### src/brs_defs.svh
// Timing counts, field positions, thresholds and widths for the bridge reset sequencer
`ifndef BRS_DEFS_SVH
`define BRS_DEFS_SVH
// Clock rate in kHz (50 MHz)
`define BRS_CLK_KHZ 50000
// Clock-detect settle time, in us, and its cycle count (least time, rounded up)
`define BRS_CLK_SETTLE_US 10
`define BRS_CLK_SETTLE_CYC ((`BRS_CLK_SETTLE_US * `BRS_CLK_KHZ + 999) / 1000)
// Latest start of link training after reset release, in ms, and cycles (rounded down)
`define BRS_TRAIN_MAX_MS 80
`define BRS_TRAIN_MAX_CYC (`BRS_TRAIN_MAX_MS * `BRS_CLK_KHZ)
// Controller hold times: reset after stable clock (us) and after power (ms)
`define BRS_PERST_CLK_US 100
`define BRS_PERST_CLK_CYC ((`BRS_PERST_CLK_US * `BRS_CLK_KHZ + 999) / 1000)
`define BRS_PERST_PWR_MS 100
`define BRS_PERST_PWR_CYC (`BRS_PERST_PWR_MS * `BRS_CLK_KHZ)
// Supply-good threshold in percent of nominal
`define BRS_PWR_GOOD_PCT 90
// Secondary bus reset bit position within the bridge control register (offset 3Eh)
`define BRS_BRCTL_OFS 8'h3E
`define BRS_SBR_BIT 6
// Width of static configuration straps
`define BRS_STRAP_W 8
// Reference-clock edges seen before the clock counts as active
`define BRS_REFCLK_EDGES 4
`endif

### src/brs_pkg.sv
// Types shared by both ends of the bridge reset sequencer
package brs_pkg;
   // Device sequencer states
   typedef enum logic [2:0] {
      BRS_DEV_POR,
      BRS_DEV_CLKWAIT,
      BRS_DEV_SETTLE,
      BRS_DEV_RUN
   } brs_dev_state_t;
   // Controller sequencer states
   typedef enum logic [2:0] {
      BRS_CTL_OFF,
      BRS_CTL_PWR,
      BRS_CTL_CLK,
      BRS_CTL_UP,
      BRS_CTL_DN_RST,
      BRS_CTL_DN_CLK
   } brs_ctl_state_t;
endpackage

### src/brs_link_if.sv
// Wires between the system controller and the bridge reset sequencer
`timescale 1ns/1ps
interface brs_link_if;
   `include "brs_defs.svh"
   logic global_reset_n; // Global reset, active low
   logic perst_n; // Link fundamental reset, active low
   logic supply_on; // Supplies applied
   logic refclk_run; // Reference clock running (sampled level)
   logic [`BRS_STRAP_W-1:0] straps; // Static configuration inputs
   modport ctl (output global_reset_n, output perst_n, output supply_on,
      output refclk_run, output straps);
   modport dev (input global_reset_n, input perst_n, input supply_on,
      input refclk_run, input straps);
endinterface

### src/brs_rst_sync.sv
// Reset synchroniser: asynchronous assert, synchronous release
`timescale 1ns/1ps
module brs_rst_sync (
   // Clock and asynchronous reset source
   input wire logic clk_i,
   input wire logic arst_n_i,
   // Synchronised reset, active low
   output logic secondary_bus_reset_bit_n_o
);
   logic meta; // First stage, read only by the second
   logic hold; // Second stage

   // --------------------------------------------------------------
   // Two-stage release
   // --------------------------------------------------------------
   // Releases on a clock edge so every consumer leaves reset together
   always_ff @(posedge clk_i or negedge arst_n_i) begin
      if (!arst_n_i) begin
         meta <= 1'b0;
         hold <= 1'b0;
      end else begin
         meta <= 1'b1;
         hold <= meta;
      end
   end
   assign secondary_bus_reset_bit_n_o = hold;
endmodule // brs_rst_sync

### src/brs_device.sv
// Device end: power-on reset, global and link reset response, boot start
`timescale 1ns/1ps
`include "brs_defs.svh"
module brs_device
   import brs_pkg::*;
#(
   parameter int TRAIN_CYC = `BRS_TRAIN_MAX_CYC, // Training start bound
   parameter int SETTLE_CYC = `BRS_CLK_SETTLE_CYC // Clock settle delay
) (
   // Clock and reset
   input wire logic clk_i,
   input wire logic resetn_i,
   // Link to the system controller
   brs_link_if.dev link,
   // Core supply monitor, in percent of nominal
   input wire logic [6:0] core_pct_i,
   // Internal events and controls
   input wire logic eeprom_present_i,
   input wire logic hot_reset_i,
   input wire logic sbr_bit_i,
   input wire logic sticky_set_i,
   input wire logic eeload_set_i,
   input wire logic ctl_set_i,
   // Status outputs
   output logic por_n_o,
   output logic bus_reset_n_o,
   output logic link_down_o,
   output logic eeprom_load_o,
   output logic train_start_o,
   output logic [`BRS_STRAP_W-1:0] straps_o,
   output logic sticky_o,
   output logic eeload_o,
   output logic ctl_o
);
   // --------------------------------------------------------------
   // Input synchronisers
   // --------------------------------------------------------------
   logic [2:0] s1; // First stages, read only by s2
   logic [2:0] s2; // Synchronised: perst, refclk, hot reset
   logic [6:0] pct1; // Supply monitor first stage
   logic [6:0] pct2; // Supply monitor second stage
   always_ff @(posedge clk_i or negedge resetn_i) begin
      if (!resetn_i) begin
         s1 <= 3'h0;
         s2 <= 3'h0;
         pct1 <= 7'h00;
         pct2 <= 7'h00;
      end else begin
         s1 <= {hot_reset_i, link.refclk_run, link.perst_n};
         s2 <= s1;
         pct1 <= core_pct_i;
         pct2 <= pct1;
      end
   end

   // --------------------------------------------------------------
   // Reset trees
   // --------------------------------------------------------------
   logic global_reset_n_arst_n; // Global or chip reset, asynchronous assert
   logic global_reset_n_n; // Synchronised global reset
   logic perst_arst_n; // Link reset merged with global
   logic perst_n; // Synchronised link reset
   assign global_reset_n_arst_n = resetn_i & link.global_reset_n;
   brs_rst_sync u_global_reset_n (
      .clk_i(clk_i),
      .arst_n_i(global_reset_n_arst_n),
      .secondary_bus_reset_bit_n_o(global_reset_n_n)
   );
   assign perst_arst_n = global_reset_n_arst_n & link.perst_n;
   brs_rst_sync u_perst (
      .clk_i(clk_i),
      .arst_n_i(perst_arst_n),
      .secondary_bus_reset_bit_n_o(perst_n)
   );

   // --------------------------------------------------------------
   // Power-on sequencer
   // --------------------------------------------------------------
   brs_dev_state_t state; // Sequencer state
   brs_dev_state_t next_state;
   logic [31:0] cnt; // Settle delay counter
   logic [31:0] next_cnt;
   logic refclk_q; // Previous synchronised clock level
   logic [3:0] edges; // Clock edges seen
   logic [3:0] next_edges;
   logic por_n; // Internal power-on reset released
   logic next_por_n;
   logic pwr_good; // Supply at threshold
   assign pwr_good = pct2 >= 7'(`BRS_PWR_GOOD_PCT);
   always_comb begin
      next_state = state;
      next_cnt = cnt;
      next_edges = edges;
      next_por_n = por_n;
      unique case (state)
         // Hold reset until the supply is good
         BRS_DEV_POR: begin
            if (pwr_good) begin
               next_state = BRS_DEV_CLKWAIT;
            end
         end
         // Count clock toggles to judge it active
         BRS_DEV_CLKWAIT: begin
            if (!pwr_good) begin
               next_state = BRS_DEV_POR;
               next_edges = 4'h0;
            end else if (edges == 4'(`BRS_REFCLK_EDGES)) begin
               next_state = BRS_DEV_SETTLE;
               next_cnt = 32'h0;
            end else if (s2[1] != refclk_q) begin
               next_edges = edges + 4'h1;
            end
         end
         // Wait the settle time after the clock is seen
         BRS_DEV_SETTLE: begin
            if (cnt == 32'(SETTLE_CYC - 1)) begin
               next_state = BRS_DEV_RUN;
               next_por_n = 1'b1;
            end else begin
               next_cnt = cnt + 32'h1;
            end
         end
         // Power-on reset released; a supply drop restarts
         BRS_DEV_RUN: begin
            if (!pwr_good) begin
               next_state = BRS_DEV_POR;
               next_por_n = 1'b0;
               next_edges = 4'h0;
            end
         end
      endcase
   end
   // Global reset restarts the whole sequence
   always_ff @(posedge clk_i or negedge global_reset_n_n) begin
      if (!global_reset_n_n) begin
         state <= BRS_DEV_POR;
         cnt <= 32'h0;
         edges <= 4'h0;
         por_n <= 1'b0;
         refclk_q <= 1'b0;
      end else begin
         state <= next_state;
         cnt <= next_cnt;
         edges <= next_edges;
         por_n <= next_por_n;
         refclk_q <= s2[1];
      end
   end

   // --------------------------------------------------------------
   // Boot actions after both resets leave
   // --------------------------------------------------------------
   logic up_n; // Power-on and link resets both released
   assign up_n = por_n & perst_n;
   logic started; // Boot actions issued once per release
   logic next_started;
   logic [31:0] tcnt; // Training deadline counter
   logic [31:0] next_tcnt;
   logic next_load;
   logic next_train;
   logic [`BRS_STRAP_W-1:0] next_straps;
   always_comb begin
      next_started = started;
      next_tcnt = tcnt;
      next_load = 1'b0;
      next_train = train_start_o;
      next_straps = straps_o;
      if (!up_n) begin
         next_started = 1'b0;
         next_tcnt = 32'h0;
         next_train = 1'b0;
      end else if (!started) begin
         next_started = 1'b1;
         next_straps = link.straps;
         next_load = eeprom_present_i;
      end else if (!train_start_o) begin
         // Training begins well inside the bound; the counter guards it
         if (tcnt == 32'(TRAIN_CYC / 1024) || s2[2] == 1'b0) begin
            next_train = 1'b1;
         end
         next_tcnt = tcnt + 32'h1;
      end
      if (s2[2]) begin
         next_train = 1'b0;
         next_tcnt = 32'h0;
      end
   end
   always_ff @(posedge clk_i or negedge global_reset_n_n) begin
      if (!global_reset_n_n) begin
         started <= 1'b0;
         tcnt <= 32'h0;
         eeprom_load_o <= 1'b0;
         train_start_o <= 1'b0;
         straps_o <= '0;
      end else begin
         started <= next_started;
         tcnt <= next_tcnt;
         eeprom_load_o <= next_load;
         train_start_o <= next_train;
         straps_o <= next_straps;
      end
   end

   // --------------------------------------------------------------
   // Register classes and bus reset
   // --------------------------------------------------------------
   logic next_sticky;
   logic next_eeload;
   logic next_ctl;
   logic next_bus_n;
   logic next_down;
   always_comb begin
      next_sticky = sticky_o | sticky_set_i;
      next_eeload = eeload_o | eeload_set_i;
      next_ctl = ctl_o | ctl_set_i;
      next_down = s2[2];
      // Link reset and hot reset clear ordinary control bits
      if (!perst_n || !por_n || s2[2]) begin
         next_ctl = 1'b0;
      end
      if (!perst_n || !por_n) begin
         next_eeload = 1'b0;
      end
      if (!por_n) begin
         next_sticky = 1'b0;
      end
      next_bus_n = por_n & perst_n & ~s2[2] & ~sbr_bit_i;
   end
   // Sticky bits survive everything but global and power-on reset
   always_ff @(posedge clk_i or negedge global_reset_n_n) begin
      if (!global_reset_n_n) begin
         sticky_o <= 1'b0;
         eeload_o <= 1'b0;
         ctl_o <= 1'b0;
         bus_reset_n_o <= 1'b0;
         link_down_o <= 1'b0;
         por_n_o <= 1'b0;
      end else begin
         sticky_o <= next_sticky;
         eeload_o <= next_eeload;
         ctl_o <= next_ctl;
         bus_reset_n_o <= next_bus_n;
         link_down_o <= next_down;
         por_n_o <= por_n;
      end
   end
endmodule // brs_device

### src/flat_wrapper.sv
// flat-port wrapper written by rule: the top's interface ports become plain ports
module brs_device_flat import brs_pkg::*;
#(
   parameter int TRAIN_CYC = `BRS_TRAIN_MAX_CYC,                        
   parameter int SETTLE_CYC = `BRS_CLK_SETTLE_CYC                      
)
  (clk_i, resetn_i, core_pct_i, eeprom_present_i, hot_reset_i, sbr_bit_i, sticky_set_i, eeload_set_i, ctl_set_i, por_n_o, bus_reset_n_o, link_down_o, eeprom_load_o, train_start_o, straps_o, sticky_o, eeload_o, ctl_o, link_global_reset_n, link_perst_n, link_supply_on, link_refclk_run, link_straps);
  brs_link_if link_i ();
  input wire logic clk_i;
  input wire logic resetn_i;
  input wire logic [6:0] core_pct_i;
  input wire logic eeprom_present_i;
  input wire logic hot_reset_i;
  input wire logic sbr_bit_i;
  input wire logic sticky_set_i;
  input wire logic eeload_set_i;
  input wire logic ctl_set_i;
  output logic por_n_o;
  output logic bus_reset_n_o;
  output logic link_down_o;
  output logic eeprom_load_o;
  output logic train_start_o;
  output logic [`BRS_STRAP_W-1:0] straps_o;
  output logic sticky_o;
  output logic eeload_o;
  output logic ctl_o;
  input wire logic [$bits(link_i.global_reset_n)-1:0] link_global_reset_n;
  input wire logic [$bits(link_i.perst_n)-1:0] link_perst_n;
  input wire logic [$bits(link_i.supply_on)-1:0] link_supply_on;
  input wire logic [$bits(link_i.refclk_run)-1:0] link_refclk_run;
  input wire logic [$bits(link_i.straps)-1:0] link_straps;
  assign link_i.global_reset_n = link_global_reset_n;
  assign link_i.perst_n = link_perst_n;
  assign link_i.supply_on = link_supply_on;
  assign link_i.refclk_run = link_refclk_run;
  assign link_i.straps = link_straps;
  brs_device #(.TRAIN_CYC(TRAIN_CYC), .SETTLE_CYC(SETTLE_CYC)) u_core (.clk_i(clk_i), .resetn_i(resetn_i), .link(link_i), .core_pct_i(core_pct_i), .eeprom_present_i(eeprom_present_i), .hot_reset_i(hot_reset_i), .sbr_bit_i(sbr_bit_i), .sticky_set_i(sticky_set_i), .eeload_set_i(eeload_set_i), .ctl_set_i(ctl_set_i), .por_n_o(por_n_o), .bus_reset_n_o(bus_reset_n_o), .link_down_o(link_down_o), .eeprom_load_o(eeprom_load_o), .train_start_o(train_start_o), .straps_o(straps_o), .sticky_o(sticky_o), .eeload_o(eeload_o), .ctl_o(ctl_o));
endmodule
### config.mk
export PLATFORM = sky130hd
export DESIGN_NAME = brs_device_flat
export DESIGN_NICKNAME = d
export VERILOG_FILES = /design/src/brs_pkg.sv /design/src/brs_link_if.sv /design/src/brs_rst_sync.sv /design/src/brs_device.sv /design/src/flat_wrapper.sv
export VERILOG_INCLUDE_DIRS = /design/src
export SDC_FILE = /design/constraint.sdc
export NUM_CORES = 1
export LEC_CHECK = 0
export ABC_AREA = 1
export BUFFER_PORTS_ARGS = -buffer_cell sky130_fd_sc_hd__buf_2
export CAP_MARGIN = 20
export CORE_UTILIZATION = 55
export CTS_BUF_LIST = sky130_fd_sc_hd__clkbuf_8
export CTS_CLUSTER_DIAMETER = 100
export DETAILED_ROUTE_END_ITERATION = 10
export PLACE_DENSITY = 0.76
export SLEW_MARGIN = 30
export SYNTH_ARGS = -nofsm -noshare
export SYNTH_HDL_FRONTEND = slang
export SYNTH_SLANG_ARGS = --single-unit
### constraint.sdc
create_clock -name clk_i -period 5.1 [get_ports clk_i]
set_input_delay 0.765 -clock clk_i [delete_from_list [all_inputs] [get_ports clk_i]]
set_output_delay 0.765 -clock clk_i [all_outputs]
set_load 0.02 [all_outputs]
==> impl_metrics.yaml, run 1 <==
clock_network:
  cts_max_path_buffers: 2
  clkTransAtPathRegs_ps: 90
  numCtsBuffers: 9
  root_buffer: "clkbuf_8"
  cts_tree: "done"
  clk_latency_ps: 360
  htree_levels: 3
  cts_setup_buffers: 0
  cts_hold_buffers: 0
  cts_sinks: 77
  ctsResizeCount: 0
route:
  drt_iter0_markers: 185
  wl_um: 8200
  first_pass_iters: 5
  via_per_inst: 5.407
  ant_nets: 0
  drc_errors: 0
  wl_per_cell_um: 13.80
  num_vias: 3212
sta:
  setup_ws_ps: 3076
  hold_violations: 0
  max-slew-margin-rel_pct: 51.84
  finalCritPeriodShare_pct: 39.68
  setup_viol: 0
  max_freq_mhz: 494.2
  period_needed_ps: 2024
  tns_ps: 0
  drv_slew: 0
  clock_skew_ps: 11.57
  rsz0062_at_grt: "false"
  worst_pin_slew_ps: 722.4
finish:
  seq_area_um2: 1928
  multi_input_area_um2: 1647
  fillers: 549
  final_cell_mix: "nand2_1, dfrtp_1, nor2_1"
  fin_util_pct: 65.71
  final_nets: 542
  final_layout_size_suffix_gt1_share_pct: 16.63
  diodes: 0
  final_area_um2: 4292
  syn2layout_area_growth_pct: 12.75
  final_common_cell: "nand2_1"
floorplanning:
  initial_core_util_pct: 58.28
  io_pins: 43
  fp.dieW_um: 85.19
  design.core.area_um2: 6531
  dieArea_um2: 7257
  rows: 29
  die_y_um: 85.19
synth:
  yosys-top-cells-area: "dfrtp_1, nand2_1, nand3_1, nor2_1, inv_1"
  yosysTopAreaCell: "dfrtp_1"
  syn-instance-count: 464
  ys_seq_area_share_pct: 50.62
  syn_area_per_cell_um2: 8.203
  synth.top_cell.area_share_pct: 50.62
  yosys_warnings: 0
  ys_seq_elements: 77
  synth_area_um2: 3806
  synth_cell_type_count: 29
power_and_ir_drop:
  clockPowerShare_pct: 23.2
  power_density_nw_per_um2: 496.2
  switching_share_pct: 40.49
  power.net_switching_w: 0.0008621
  p_int_w: 0.001267
  p_seq_share_pct: 44.1
  power_leakage_nw: 2.077
  pwr-share-comb_pct: 32.7
  vdd_ir_drop_max_v: 0.0003804
worst_setup_path:
  rrSetupSlack_ps: 3080
  start_kind: "flip-flop"
  crit_path_max_fanout: 6
  worst_path_max_delay_cell: "dfrtp_1"
  worstSetupEndpointType: "flip-flop"
  rr_endpoint: "u_core.cnt[30]$_DFFE_PN0P_"
  ff2ff_path_depth: 8
  arrival_ps: 2250
  r2r-start: "u_core.cnt[0]$_DFFE_PN0P_"
  max_stage_delay_ps: 440
  cp_cell_sequence: "ha_1 -> nand2_1 -> nor2_1 -> nand2_1 -> nor2_1 -> nand3_1 -> nand3_1 -> o21ai_0"
  required_ps: 5330
  crit_type: "flip-flop to flip-flop"
placed_design:
  hpwl_um: 6108
  dpl-instance-area_um2: 4081
  gp_congestion: 0.9077
  io_buffer_count: 40
  place_ws_ps: 3109
grt:
  grt_pass1_vias: 3159
  grt_pass1_wl_um: 14220
  grt-ovfl-total: 0
  grt_max_degree: 58
  gr-usage-all-layers_pct: 25.30
  antenna_found_initial: 0
hold_path:
  hp-class: "input port to async pin"
flow_run:
  maxCapViolCount: 0
outcome:
  status: "finished clean"
how the worst max path moves through the flow:
stage | slack [ps] | end | from
finish | 3080 | u_core.cnt[30]$_DFFE_PN0P_ | u_core.cnt[0]$_DFFE_PN0P_
global route | 2910 | u_core.cnt[30]$_DFFE_PN0P_ | u_core.cnt[0]$_DFFE_PN0P_
CTS | 3090 | u_core.cnt[30]$_DFFE_PN0P_ | u_core.cnt[0]$_DFFE_PN0P_
detailed placement | 3110 | u_core.cnt[30]$_DFFE_PN0P_ | u_core.cnt[0]$_DFFE_PN0P_
global placement | 3200 | u_core.cnt[18]$_DFFE_PN0P_ | u_core.cnt[0]$_DFFE_PN0P_
floorplan | 3340 | async pin | flip-flop
state kept, by name (all words and copies together), names as in the netlist, 2 cells and up, named ones only:
name and cells:
u_core.cnt 32, u_core.edges 4, u_core.pct1 6, u_core.pct2 6, u_core.s1 2, u_core.s2 2
u_core.straps_o 8
layout make-up:
cell class / instances / share of cell area [%]
repair buffers: 42 / 5.015
clock buffers: 9 / 2.886
inverters: 52 / 4.548
well taps: 77 / 2.245
clock inverters: 7 / 2.012
multi-input cells: 330 / 38.37
flip-flops and latches: 77 / 44.93
logic make-up after synthesis:
logic type | Yosys count | synth area share [%]
xor gates and xnor gates | 11 | 2.531
and+or+nand+nor | 269 | 31.49
DFF | 77 | 50.62
buffers and inverters | 58 | 6.213
adders and majority gates | 3 | 0.9863
other | 1 | 0.09852
AOI/OAI and AO/OA | 37 | 5.687
muxes | 8 | 2.367
power groups by stage:
stage / registers (W) / logic, W / clock network [W]
final: 0.000940 / 0.000696 / 0.000494
after global routing: 0.000966 / 0.000780 / 0.000527
after CTS: 0.000938 / 0.000697 / 0.000501
after detailed placement: 0.000950 / 0.000695 / 0
after global placement: 0.000941 / 0.000669 / 0
after floorplan: 0.000976 / 0.000470 / 0
metrics by stage:
| step | hold slack, ps | std cells | total power, W |
|---|---|---|---|
| after floorplan | 331.2 | 465 | 0.001446 |
| after global placement | 332.0 | 578 | 0.001610 |
| after detailed placement | 334.7 | 578 | 0.001645 |
| after CTS | 260.7 | 594 | 0.002136 |
| after global routing | 297.4 | 594 | 0.002274 |
| final | 268.4 | 594 | 0.002129 |
worst max-delay path, delay by kind of cell (launching register included):
kind	cells	cell delay [ps]
simple gates	6	1090
flops	1	440
fa+ha+maj	1	280
compound gates	1	80
cell usage after synthesis (all sizes together):
cell	n
dfrtp	77
inv	52
nor2	58
o22ai	3
nand4	11
nand2	131
ha	3
nor3b	1
nor3	13
o21bai	1
xnor2	2
buf	5
mux2	8
o21ai	31
o21a	1
conb	1
a21oi	1
or2	2
xor2	9
clkbuf	1
nand3	53
routing by layer:
layer,GRT usage [%],vias to the layer above,routed length (um)
met1,31.04,1541,3499
met5,0,-,0
met2,44.72,74,4249
met3,4.572,15,288
li1,-,1582,-
met4,9.245,0,163
No activity file was read; power rests on OpenSTA's default activity.
==> inputs of run 2 (changes only) <==
Clock period 5.1 ns to 2.02 ns, I/O delays scaled along.
==> run 2 against run 1 <==
Register-to-register slack got worse by 2800 ps. Clock-buffer cell count unchanged. Worst hold slack got worse by 230 ps. Largest power group unchanged.
==> impl_metrics.yaml, run 2 (synthesis gave the netlist of run 1 again) <==
outcome:
  status: "finished clean"
finish:
  final_nets: 548
  top_regs: "u_core.cnt x32, u_core.straps_o x8"
  final_cell_mix: "nand2_1, dfrtp_1, nor2_1"
  diodes: 0
  regMostFlops: "u_core.cnt"
  fin_util_pct: 66.69
  syn2layout_area_growth_pct: 14.43
  final_layout_size_suffix_gt1_share_pct: 17.02
  final_common_cell: "nand2_1"
  largest_reg_flops: 32
  fillers: 538
clock_network:
  clk_latency_ps: 360
  cts_sinks: 77
  root_buffer: "clkbuf_8"
  numCtsBuffers: 9
  cts_setup_buffers: 0
  htree_levels: 3
  clkTransAtPathRegs_ps: 90
  cts_max_path_buffers: 2
  cts_tree: "done"
flow_run:
  maxCapViolCount: 0
sta:
  setup_viol: 0
  max_freq_mhz: 559.9
  finalCritPeriodShare_pct: 88.41
  hold_violations: 0
  rsz0062_at_grt: "false"
  drv_slew: 0
  period_needed_ps: 1786
  tns_ps: 0
  clock_skew_ps: 10.69
  hold_slack_ps: 37.49
worst_setup_path:
  rrSetupSlack_ps: 230
  worstSetupEndpointType: "flip-flop"
  cpMostUsedCell: "nand2_1"
  crit_path_max_fanout: 29
  r2r-start: "u_core.cnt[0]$_DFFE_PN0P_"
  arrival_ps: 2060
  worst_path_max_delay_cell: "dfrtp_1"
  cp_top_family: "simple AND/OR/NAND/NOR gates"
  rr_endpoint: "u_core.cnt[20]$_DFFE_PN0P_"
  start_kind: "flip-flop"
  ff2ff_path_depth: 9
  required_ps: 2290
  max_stage_delay_ps: 430
  crit_buf_inv: 0
  cp_cell_sequence: "ha_2 -> nand2_1 -> nor2_1 -> nand2_1 -> nor2_1 -> nand2_1 -> nand2_4 -> nand2_8 -> o21ai_0"
  worstSetupStartpoint: "u_core.cnt[0]$_DFFE_PN0P_"
  crit_type: "flip-flop to flip-flop"
route:
  num_vias: 3217
  via_per_inst: 5.362
  wl_um: 8548
  drc_errors: 0
  first_pass_iters: 4
  drt_iter0_markers: 179
  wl_per_cell_um: 14.25
  ant_nets: 0
hold_path:
  min_to: "u_core.pct1[1]$_DFF_PN0_"
  hp-start: "core_pct_i[1]"
  hp-class: "input port to flip-flop"
  min_path_cells: 1
floorplanning:
  rows: 29
  design.core.area_um2: 6531
  io_pins: 43
  die_y_um: 85.19
  dieArea_um2: 7257
  initial_core_util_pct: 58.28
  fp.dieW_um: 85.19
placed_design:
  gp_congestion: 0.9042
  hpwl_um: 6369
  io_buffer_count: 40
grt:
  antenna_found_initial: 0
  grt_pass1_wl_um: 14800
  grtUsageMet3_pct: 4.475
  grt_max_degree: 58
  met1_usage_pct: 31.54
  grt-ovfl-total: 0
  grt_pass1_vias: 3313
  busiest_layer: "met2"
  use_met2_pct: 46.77
  gr-usage-all-layers_pct: 26.48
power_and_ir_drop:
  power_density_nw_per_um2: 1232
  vdd_ir_drop_max_v: 0.0007397
  power_leakage_nw: 2.111
## run 2: report_power, final
| group | switching [W] | total, W | internal [W] | leakage [nW] |
|---|---|---|---|---|
| Combinational | 0.00117 | 0.00180 | 0.000625 | 1.03 |
| Clock | 0.000616 | 0.00120 | 0.000580 | 0.106 |
| Sequential | 0.000377 | 0.00237 | 0.00199 | 0.973 |
## run 2: final cells by class
class                      instances  area (um^2)  area share, %
clock buffer                       9        123.9          2.844
clock inverter                     7        73.82          1.695
inverter                          52        195.2          4.481
multi-input combinational        330         1658          38.06
sequential                        77         1928          44.27
tap                               77        96.34          2.212
timing repair buffer              48        280.3          6.435
## run 2: worst max-delay path by stage
stage,end,slack (ps),cells after the start
after floorplan,async pin,260,0
after detailed placement,u_core.cnt[20]$_DFFE_PN0P_,100,9
after CTS,u_core.cnt[13]$_DFFE_PN0P_,90,9
after global routing,u_core.cnt[26]$_DFFE_PN0P_,5,9
final,u_core.cnt[20]$_DFFE_PN0P_,230,9
after global placement,u_core.cnt[31]$_DFFE_PN0P_,160,9
## run 2: metrics by stage
stage          setup WS (ps)  power, W  area, um^2  cells
3_5_place_dp           100.4  0.004174        4116    581
5_1_grt                4.694  0.005734        4355    600
4_1_cts                89.96  0.005368        4344    600
2_1_floorplan          255.7  0.003650        3810    465
6_report               234.0  0.005366        4355    600
3_3_place_gp           162.5  0.004101        4116    581
## run 2: what timing repair did
item | CTS | global route
gates resized for setup | 0 | 3
endpoints found under the hold margin | 20 | 0
endpoints found under the setup margin | 0 | 29
hold buffers | 3 | 0
## run 2: per-layer routing
layer,vias up,routed length (um)
met3,17,344
li1,1602,-
met2,76,4357
met1,1522,3632
met5,-,0
met4,0,214
==> inputs of run 3 (changes only) <==
Settings changed: ABC_AREA 1 to 0.
==> run 3 against run 2 <==
Combinational power fell by 90%. Largest power group unchanged. Critical path type unchanged. Sequential power fell by 32%. Synthesized cell count decreased by 32%.
==> impl_metrics.yaml, run 3 <==
outcome:
  status: "finished clean"
grt:
  antenna_found_initial: 0
  grt_max_degree: 55
  grt_pass1_wl_um: 12140
  grt_pass1_vias: 2744
  grt-ovfl-total: 0
  gr-usage-all-layers_pct: 25.39
synth:
  ys.flop_type: "dfrtp_1"
  synth-edff-count: 0
  syn-instance-count: 314
  synth.top_cell.area_share_pct: 57.14
  synth_cell_type_count: 49
  synth.most_common_cell: "dfrtp_1"
  ys_seq_elements: 77
  yosysTopAreaCell: "dfrtp_1"
  yosys_warnings: 0
  yosys-top-cells-area: "dfrtp_1, nor2_1, mux2_2, nand3_1, or4_1"
  synth_area_um2: 3372
  synth_common_cells: "dfrtp_1, nor2_1, nand2_1, nand3_1, a21oi_1"
  ys_async_sr_fraction_pct: 100.0
  syn_area_per_cell_um2: 10.74
  ys_seq_area_share_pct: 57.14
route:
  ant_nets: 0
  first_pass_iters: 4
  wl_um: 7851
  num_vias: 2833
  drt_iter0_markers: 201
  wl_per_cell_um: 16.25
  drc_errors: 0
  via_per_inst: 5.865
worst_setup_path:
  crit_path_end: "u_core.cnt[0]$_DFFE_PN0P_"
  r2r-start: "u_core.cnt[15]$_DFFE_PN0P_"
  crit_cells: 6
  crit_type: "flip-flop to flip-flop"
  max_stage_delay_ps: 480
  ff2ff_path_depth: 6
  crit_path_max_fanout: 8
  cpMostUsedCell: "buf_4"
  worst_path_max_delay_cell: "dfrtp_1"
  worstSetupEndpointType: "flip-flop"
  rrSetupSlack_ps: 60
  worstSetupStartpoint: "u_core.cnt[15]$_DFFE_PN0P_"
  crit_buf_inv: 2
  rr_endpoint: "u_core.cnt[0]$_DFFE_PN0P_"
  required_ps: 2250
  cp_top_family: "simple AND/OR/NAND/NOR gates"
  arrival_ps: 2190
  start_kind: "flip-flop"
  cp_cell_sequence: "nor4_1 -> and3_4 -> buf_4 -> a31oi_2 -> buf_4 -> mux2_2"
placed_design:
  gp_congestion: 0.8421
  io_buffer_count: 40
  hpwl_um: 5135
hold_path:
  min_path_cells: 1
  hp-class: "input port to flip-flop"
clock_network:
  clkTransAtPathRegs_ps: 80
  cts_max_path_buffers: 2
  cts_setup_buffers: 0
  cts_tree: "done"
  numCtsBuffers: 9
  clk_latency_ps: 350
  htree_levels: 3
  cts_sinks: 77
  root_buffer: "clkbuf_8"
power_and_ir_drop:
  vdd_ir_drop_max_v: 0.0006043
  power_density_nw_per_um2: 717.0
  power_w: 0.003090
  power_leakage_nw: 2.020
floorplanning:
  fp.dieW_um: 80.30
  initial_core_util_pct: 56.95
  rows: 28
  die_y_um: 80.30
  design.core.area_um2: 5921
  dieArea_um2: 6448
  io_pins: 43
sta:
  drv_slew: 0
  worst_pin_slew_ps: 679.7
  hold_slack_ps: 53.66
  finalCritPeriodShare_pct: 96.79
  period_needed_ps: 1955
  hold_violations: 0
  tns_ps: 0
  max_freq_mhz: 511.5
  clock_skew_ps: 9.183
  max-slew-margin-rel_pct: 54.64
  setup_viol: 0
flow_run:
  maxCapViolCount: 0
finish:
  top_regs: "u_core.cnt x32, u_core.straps_o x8"
  final_common_cell: "dfrtp_1"
  largest_reg_flops: 32
  fin_util_pct: 72.80
  diodes: 0
  multi_input_area_um2: 1438
  syn2layout_area_growth_pct: 27.83
  seq_area_um2: 1928
  final_nets: 433
  final_cell_mix: "dfrtp_1, buf_4, buf_2"
  fillers: 421
  regMostFlops: "u_core.cnt"
  final_layout_size_suffix_gt1_share_pct: 32.35
==> run 3: final cells by class <==
type	count	share of cell area [%]
clock buffers	10	3.193
clock inverters	6	2.032
inverters	10	0.8708
multi-input cells	216	33.35
flip-flops and latches	77	44.73
well taps	75	2.177
repair buffers	89	13.64
==> run 3: kinds of logic after synthesis <==
family | Yosys count | share of synthesized area, %
simple gates | 130 | 20.93
flops | 77 | 57.14
compound gates | 61 | 12.43
buf+inv | 24 | 2.894
mux | 10 | 3.303
xor+xnor | 8 | 2.078
fa+ha+maj | 3 | 1.113
other cells | 1 | 0.1112
==> run 3: layer usage <==
metal | global-route usage, % | vias up | share of wire (%)
met3 | 5.909 | 25 | 4.3
li1 | - | 1340 | -
met1 | 30.83 | 1377 | 43
met5 | 0 | - | 0
met4 | 15.36 | 0 | 2.8
met2 | 41.03 | 91 | 50
==> run 3: worst min path at each step <==
stage,startpoint,endpoint,slack (ps)
2_1_floorplan,resetn_i,u_core.pct1[1]$_DFF_PN0_,7
5_1_grt,link_refclk_run,u_core.s1[1]$_DFF_PN0_,40
3_5_place_dp,flip-flop,u_core.link_down_o$_DFF_PN0_,70
3_3_place_gp,flip-flop,u_core.link_down_o$_DFF_PN0_,70
4_1_cts,hot_reset_i,u_core.s1[2]$_DFF_PN0_,40
6_report,hot_reset_i,u_core.s1[2]$_DFF_PN0_,50
==> run 3: stage by stage <==
step                      cell area (um^2)  setup slack, ps  instances
final                                 4310            64.81        483
after global routing                  4310           -43.18        483
after CTS                             4233            18.52        481
after detailed placement              3969           -18.43        462
after global placement                3969            32.28        462
after floorplan                       3376            64.34        315
==> run 3: repair_timing <==
action / CTS / global route
gates resized for setup: 1 / 17
endpoints found under the setup margin: 8 / 9
hold buffers: 3 / 0
pin swaps: 0 / 8
endpoints found under the hold margin: 20 / 0
gates cloned: 0 / 2
==> run 3: power by group <==
group / internal (W) / total, W / switching, W / leakage, nW
sequential: 0.00159 / 0.00162 / 0.0000238 / 0.862
clock: 0.000729 / 0.00130 / 0.000569 / 0.110
combinational: 0.0000736 / 0.000177 / 0.000103 / 1.05
